`src/hw/read_line_buffer_pkg.sv`:
```
/*
  Package for the DMA read line buffer stage: address split, buffer count,
  port structs and the fetch state encoding.
  Assumes a 32-bit byte address and a 32-bit (one word) memory bus beat.
*/
package read_line_buffer_pkg;

  // ---------------------------------------------------------------------
  // Geometry
  // ---------------------------------------------------------------------
  localparam int unsigned ADDR_W     = 32;
  localparam int unsigned DATA_W     = 32;
  localparam int unsigned LINE_BYTES = 32;
  localparam int unsigned OFF_W      = 5;                 // Byte offset in a block
  localparam int unsigned TAG_W      = ADDR_W - OFF_W;
  localparam int unsigned NUM_BUF    = 4;
  localparam int unsigned BUF_IDX_W  = 2;
  localparam int unsigned WORDS      = LINE_BYTES / 4;    // Words per block
  localparam int unsigned WIDX_W     = 3;
  localparam int unsigned WORD_LSB   = 2;                 // First word-select bit
  localparam logic [WIDX_W-1:0] LAST_WORD = 3'h7;
  localparam logic [1:0]        ALIGN_ZERO = 2'h0;

  // ---------------------------------------------------------------------
  // Carriers
  // ---------------------------------------------------------------------
  typedef struct packed {
    logic              valid;
    logic [ADDR_W-1:0] addr;
  } dma_req_t;

  typedef struct packed {
    logic              valid;
    logic [DATA_W-1:0] data;
    logic              misaligned;  // Word address was not word aligned
  } dma_rsp_t;

  typedef struct packed {
    logic              valid;
    logic [ADDR_W-1:0] addr;        // Block-aligned burst start
  } mem_req_t;

  typedef struct packed {
    logic              valid;
    logic [DATA_W-1:0] data;
  } mem_rsp_t;

  typedef enum logic [1:0] {
    ST_IDLE  = 2'b00,
    ST_FETCH = 2'b01,
    ST_FILL  = 2'b10,
    ST_REPLY = 2'b11
  } fetch_state_t;

endpackage

```
`src/hw/read_line_buffer.sv`:
```
/*
  DMA read line buffer stage: four block buffers between the DMA engine
  and the system memory bus, with the known lack of snoop invalidation.
  Assumes one clock for both sides, a memory bus that accepts a burst
  request with mem_req_ready_i and then returns eight words in order on
  mem_rsp_i.valid, and a DMA engine that holds its request until answered.
*/
`timescale 1ns/10ps

module read_line_buffer
(
  input  wire logic                              clk_i,
  input  wire logic                              rst_n_i,
  input  wire read_line_buffer_pkg::dma_req_t    dma_req_i,
  output logic                                   dma_req_ready_o,
  output read_line_buffer_pkg::dma_rsp_t         dma_rsp_o,
  output read_line_buffer_pkg::mem_req_t         mem_req_o,
  input  wire logic                              mem_req_ready_i,
  input  wire read_line_buffer_pkg::mem_rsp_t    mem_rsp_i,
  output logic [read_line_buffer_pkg::NUM_BUF-1:0] buf_valid_o
);

  localparam int unsigned NB = read_line_buffer_pkg::NUM_BUF;
  localparam int unsigned TW = read_line_buffer_pkg::TAG_W;
  localparam int unsigned DW = read_line_buffer_pkg::DATA_W;
  localparam int unsigned WN = read_line_buffer_pkg::WORDS;

  typedef struct packed {
    read_line_buffer_pkg::fetch_state_t                  state;
    logic [NB-1:0]                                       valid;
    logic [NB-1:0][TW-1:0]                               tag;
    logic [NB-1:0][WN-1:0][DW-1:0]                       data;
    logic [read_line_buffer_pkg::BUF_IDX_W-1:0]          victim;   // Oldest fill
    logic [read_line_buffer_pkg::BUF_IDX_W-1:0]          sel;
    logic [read_line_buffer_pkg::WIDX_W-1:0]             widx;
    read_line_buffer_pkg::dma_rsp_t                      rsp;
    read_line_buffer_pkg::mem_req_t                      mreq;
  } state_t;

  state_t state_r;
  state_t state_nxt;

  // ---------------------------------------------------------------------
  // Address decode helpers
  // ---------------------------------------------------------------------
  function automatic logic [TW-1:0] tag_of(input logic [read_line_buffer_pkg::ADDR_W-1:0] a);
    tag_of = a[read_line_buffer_pkg::ADDR_W-1:read_line_buffer_pkg::OFF_W];
  endfunction

  function automatic logic [read_line_buffer_pkg::WIDX_W-1:0] word_of(
    input logic [read_line_buffer_pkg::ADDR_W-1:0] a);
    word_of = a[read_line_buffer_pkg::OFF_W-1:read_line_buffer_pkg::WORD_LSB];
  endfunction

  // ---------------------------------------------------------------------
  // Hit detection, one comparator per buffer
  // ---------------------------------------------------------------------
  logic [NB-1:0] hit_vec;

  genvar gi;
  generate
    for (gi = 0; gi < NB; gi++)
    begin : g_cmp
      // Tag only: no snoop port exists, so stale data still hits
      assign hit_vec[gi] = state_r.valid[gi] &&
                           (state_r.tag[gi] == tag_of(dma_req_i.addr));
    end
  endgenerate

  logic                                       hit;
  logic [read_line_buffer_pkg::BUF_IDX_W-1:0] hit_idx;

  // Only the buffer of the previous read may answer; a jump to any other
  // block refetches, even if another buffer still holds that block
  always_comb
  begin
    hit     = hit_vec[state_r.sel];
    hit_idx = state_r.sel;
  end

  // ---------------------------------------------------------------------
  // Next-state logic
  // ---------------------------------------------------------------------
  always_comb
  begin
    state_nxt           = state_r;
    state_nxt.rsp.valid = 1'b0;
    unique case (state_r.state)
      read_line_buffer_pkg::ST_IDLE:
      begin
        if (dma_req_i.valid)
        begin
          if (hit)
          begin
            // Served from the buffer, no bus traffic
            state_nxt.sel   = hit_idx;
            state_nxt.state = read_line_buffer_pkg::ST_REPLY;
          end
          else
          begin
            // Whole block burst into the oldest buffer
            state_nxt.sel            = state_r.victim;
            // Drop any older copy of this block so a tag lives in one buffer
            state_nxt.valid          = state_r.valid & ~hit_vec;
            state_nxt.valid[state_r.victim] = 1'b0;
            state_nxt.mreq.valid     = 1'b1;
            state_nxt.mreq.addr      = {tag_of(dma_req_i.addr),
                                        {read_line_buffer_pkg::OFF_W{1'b0}}};
            state_nxt.state          = read_line_buffer_pkg::ST_FETCH;
          end
        end
      end
      read_line_buffer_pkg::ST_FETCH:
      begin
        if (mem_req_ready_i)
        begin
          state_nxt.mreq.valid = 1'b0;
          state_nxt.widx       = '0;
          state_nxt.state      = read_line_buffer_pkg::ST_FILL;
        end
      end
      read_line_buffer_pkg::ST_FILL:
      begin
        if (mem_rsp_i.valid)
        begin
          state_nxt.data[state_r.sel][state_r.widx] = mem_rsp_i.data;
          state_nxt.widx = state_r.widx + 1'b1;
          if (state_r.widx == read_line_buffer_pkg::LAST_WORD)
          begin
            state_nxt.valid[state_r.sel] = 1'b1;
            state_nxt.tag[state_r.sel]   = tag_of(dma_req_i.addr);
            state_nxt.victim             = state_r.victim + 1'b1;
            state_nxt.state              = read_line_buffer_pkg::ST_REPLY;
          end
        end
      end
      read_line_buffer_pkg::ST_REPLY:
      begin
        // Misaligned word address is not fixed up here, only reported
        state_nxt.rsp.valid      = 1'b1;
        state_nxt.rsp.data       = state_r.data[state_r.sel][word_of(dma_req_i.addr)];
        state_nxt.rsp.misaligned = dma_req_i.addr[read_line_buffer_pkg::WORD_LSB-1:0]
                                   != read_line_buffer_pkg::ALIGN_ZERO;
        state_nxt.state          = read_line_buffer_pkg::ST_IDLE;
      end
    endcase
  end

  // ---------------------------------------------------------------------
  // State register
  // ---------------------------------------------------------------------
  always_ff @(posedge clk_i)
  begin
    if (!rst_n_i)
    begin
      state_r <= '0;
    end
    else
    begin
      state_r <= state_nxt;
    end
  end

  // Request accepted on the cycle the answer is registered
  assign dma_req_ready_o = (state_r.state == read_line_buffer_pkg::ST_REPLY);
  assign dma_rsp_o       = state_r.rsp;
  assign mem_req_o       = state_r.mreq;
  assign buf_valid_o     = state_r.valid;
endmodule // read_line_buffer

```
`config.mk`:
```
export PLATFORM = sky130hd
export DESIGN_NAME = read_line_buffer
export DESIGN_NICKNAME = d
export VERILOG_FILES = /design/src/hw/read_line_buffer_pkg.sv /design/src/hw/read_line_buffer.sv
export SDC_FILE = /design/constraint.sdc
export NUM_CORES = 2
export LEC_CHECK = 0
export BUFFER_PORTS_ARGS = -buffer_cell sky130_fd_sc_hd__buf_2
export CAP_MARGIN = 20
export CORE_MARGIN = 2
export CORE_UTILIZATION = 55
export CTS_CLUSTER_DIAMETER = 200
export DETAILED_ROUTE_END_ITERATION = 6
export PLACE_DENSITY = 0.72
export REMOVE_ABC_BUFFERS = 1
export SLEW_MARGIN = 10
export SYNTH_ARGS = -nofsm -noshare
export SYNTH_HDL_FRONTEND = slang
export SYNTH_SLANG_ARGS = --single-unit
export TNS_END_PERCENT = 1
```
`constraint.sdc`:
```
create_clock -name clk_i -period 5.34 [get_ports clk_i]
set_input_delay 0.534 -clock clk_i [delete_from_list [all_inputs] [get_ports clk_i]]
set_output_delay 0.534 -clock clk_i [all_outputs]
set_load 0.02 [all_outputs]
```
==> results.py <==
metrics = {
    "worst_setup_path": {
        "critPathArrivalTime_ns": 4.31,
        "cp_num_buf_inv": 0,
        "crit_path_start_kind": "register",
        "path_class": "reg2reg",
        "cp-end-kind": "register",
        "cpPeakStageDelay_ns": 1.25,
        "crit_family": "simple AND/OR/NAND/NOR gates",
        "r2r_start": "hit_idx[1]$_SDFFE_PN0P_",
        "worstPathRequired_ns": 5.96,
        "ff2ff_setup_slack_ns": 1.65,
        "ff2ff_path_depth": 4,
        "critical_path.cell_chain": "nand3_1 -> nor2_4 -> nand2_1 -> a21oi_1",
        "cp_slowest_cell": "nor2_4",
        "critPathMaxFanout": 66,
    },
    "clock_network": {
        "cts_buffers": 120,
        "cts_sinks": 1207,
        "cts_tree": "built",
        "htreeDepth": 3,
        "cts_resized": 0,
        "cts_setup_buffers": 0,
        "ctsRootBufferMaster": "clkbuf_16",
        "hold_buffers": 0,
        "clkTransAtPathRegs_ns": 0.06,
        "insertion_delay_ns": 0.71,
        "cts.path.max_buffers": 3,
    },
    "logic_synthesis": {
        "synth_cell_types": 44,
        "yosysWarningCount": 0,
        "yosys_register_bits": 1207,
        "yosysTopAreaCellShare": 0.467,
        "yosysSeqAreaShare": 0.467,
        "yosys.area.top_type": "dfxtp_1",
        "syn_inst": 6061,
        "yosys-top-cells-area": "dfxtp_1 47%, nand2_1 17%, mux4_2 14%",
        "synth_common_cells": "2375 x nand2_1, 1207 x dfxtp_1, 1173 x a21oi_1",
        "synthFlopType": "dfxtp_1",
        "netlist_area_um2": 51700,
        "synth-edff-count": 0,
        "synth_most_common_cell": "nand2_1",
        "avgSynthCellArea_um2": 8.53,
        "async_flop_share": 0,
    },
    "sta": {
        "fin_crit_sh": 0.691,
        "tns_ns": 0,
        "max_slew_margin": 0.168,
        "slew_viol_final": 0,
        "max_freq_mhz": 271,
        "finalHoldViolCount": 0,
        "layout_setup_ws_ns": 1.65,
        "finClkSkew_ns": 0.0293,
        "holdWs_ns": 0.159,
        "rsz0062_at_grt": "false",
        "fin_crit_ns": 3.69,
        "worstMarginPinSlew_ns": 1.25,
        "final-setup-viol-count": 0,
    },
    "die": {
        "rows": 112,
        "fp.dieH_um": 311,
        "start_util": 0.554,
        "core_um2": 93300,
        "die_x_um": 311,
        "ios": 141,
        "die_area_um2": 96500,
    },
    "routing": {
        "dr.pass1.iters": 6,
        "via_per_inst": 5.99,
        "wl_um": 156000,
        "routedWlPerCell_um": 21.9,
        "met2_wirelength_um": 74200,
        "met3_wirelength_um": 15600,
        "dr_total_vias": 42700,
        "postRouteAntennaNets": 0,
        "drc": 0,
        "routed.top_layer": "met5",
        "drtIter0Drc": 4976,
        "wl_met1_um": 60200,
    },
    "hold_path": {
        "min_path_type": "in2reg",
        "hold_depth": 3,
        "worstHoldStart": "dma_req_i[0]",
        "hold_path_end": "dma_rsp_o[0]$_SDFFE_PN0P_",
    },
    "global_routing": {
        "grt_max_degree": 168,
        "grt_usage": 0.313,
        "first_global_vias": 41000,
        "globalRouteOverflowTotal": 0,
        "grt_first_pass_wirelength_um": 237000,
        "antenna_found_initial": 4,
    },
    "pwr": {
        "ir_drop_mv": 0.259,
        "power_density_nw_per_um2": 330,
        "p_total_w": 0.0187,
        "leakage_nw": 18.3,
    },
    "run_status": {
        "status": "finished clean",
    },
    "place": {
        "numPortBuffers": 135,
        "gp_congestion": 0.852,
        "post-dp-hpwl_um": 87200,
        "pre_cts_slack_ns": 1.82,
    },
    "final_layout": {
        "area_delta_synth_final_pct": 9.51,
        "drive_gt1_frac": 0.136,
        "fin_util": 0.607,
        "final_nets": 5843,
    },
    "run": {
        "cap_viol_max_count": 0,
    },
}
-- report_power, final --
group	internal (W)	switching, W	total [W]
combinational	0.000139	0.000490	0.000629
clock	0.00537	0.00367	0.00904
sequential	0.00903	0.0000172	0.00905
total	0.0145	0.00418	0.0187
-- stage by stage --
step / std cells / area (um2)
2_1_floorplan: 5427 / 48700
3_3_place_gp: 6879 / 51900
3_5_place_dp: 6884 / 52000
4_1_cts: 7112 / 56300
5_1_grt: 7129 / 56600
6_report: 7129 / 56600
-- per-layer routing --
layer / track usage / vias up
met4: 0.133 / 6
li1: - / 19500
met2: 0.517 / 2140
met3: 0.0625 / 358
met1: 0.400 / 20700
met5: 0 / -
-- placed cells by master (no fill, tap or decap), types with 33 or more instances in the layout --
cell	instances
nand2_1	2373
dfxtp_1	1205
a21oi_1	1173
mux4_2	320
buf_2	132
clkbuf_16	124
xor2_1	96
mux2i_1	61
buf_4	54
o21ai_0	37
nor2_4	33
clkbuf_8	33
clkinv_2	33
-- worst min-delay path, cell delays in order --
cell	delay, ns
buf_2	0.09
nor2_1	0.10
a211oi_1	0.08
-- logic make-up (layout without fill, tap and decap cells) --
kind of cell               after synthesis  after routing  synth area share
DFF                                   1207           1207             0.467
other                                    1              6         0.0000725
buffers and inverters                  646            455            0.0584
and+or+nand+nor                       2490           2490             0.185
xor gates and xnor gates               109            109            0.0185
muxes                                  381            381             0.151
AOI/OAI and AO/OA                     1221           1221             0.119
adders and majority gates                6              6           0.00145
-- worst max-delay path by stage --
stage / from / end / slack [ns] / depth (start not counted)
floorplan: rst_n_i / dma_rsp_o[0]$_SDFFE_PN0P_ / -13.83 / 2
global placement: hit_idx[1]$_SDFFE_PN0P_ / register / 1.90 / 4
detailed placement: hit_idx[1]$_SDFFE_PN0P_ / register / 1.82 / 4
CTS: hit_idx[1]$_SDFFE_PN0P_ / register / 1.74 / 4
global route: hit_idx[1]$_SDFFE_PN0P_ / register / 1.59 / 4
finish: hit_idx[1]$_SDFFE_PN0P_ / register / 1.65 / 4
-- cell type report --
class	instances	area, um2
Fill cell	7873	36700
Multi-Input combinational cell	4212	24800
Sequential cell	1207	24200
Clock buffer	171	3610
Timing Repair Buffer	219	1780
Tap cell	1254	1570
Clock inverter	57	673
Inverter	8	37.5
Antenna cell	1	2.50
Power figures use the tool's default switching activity.
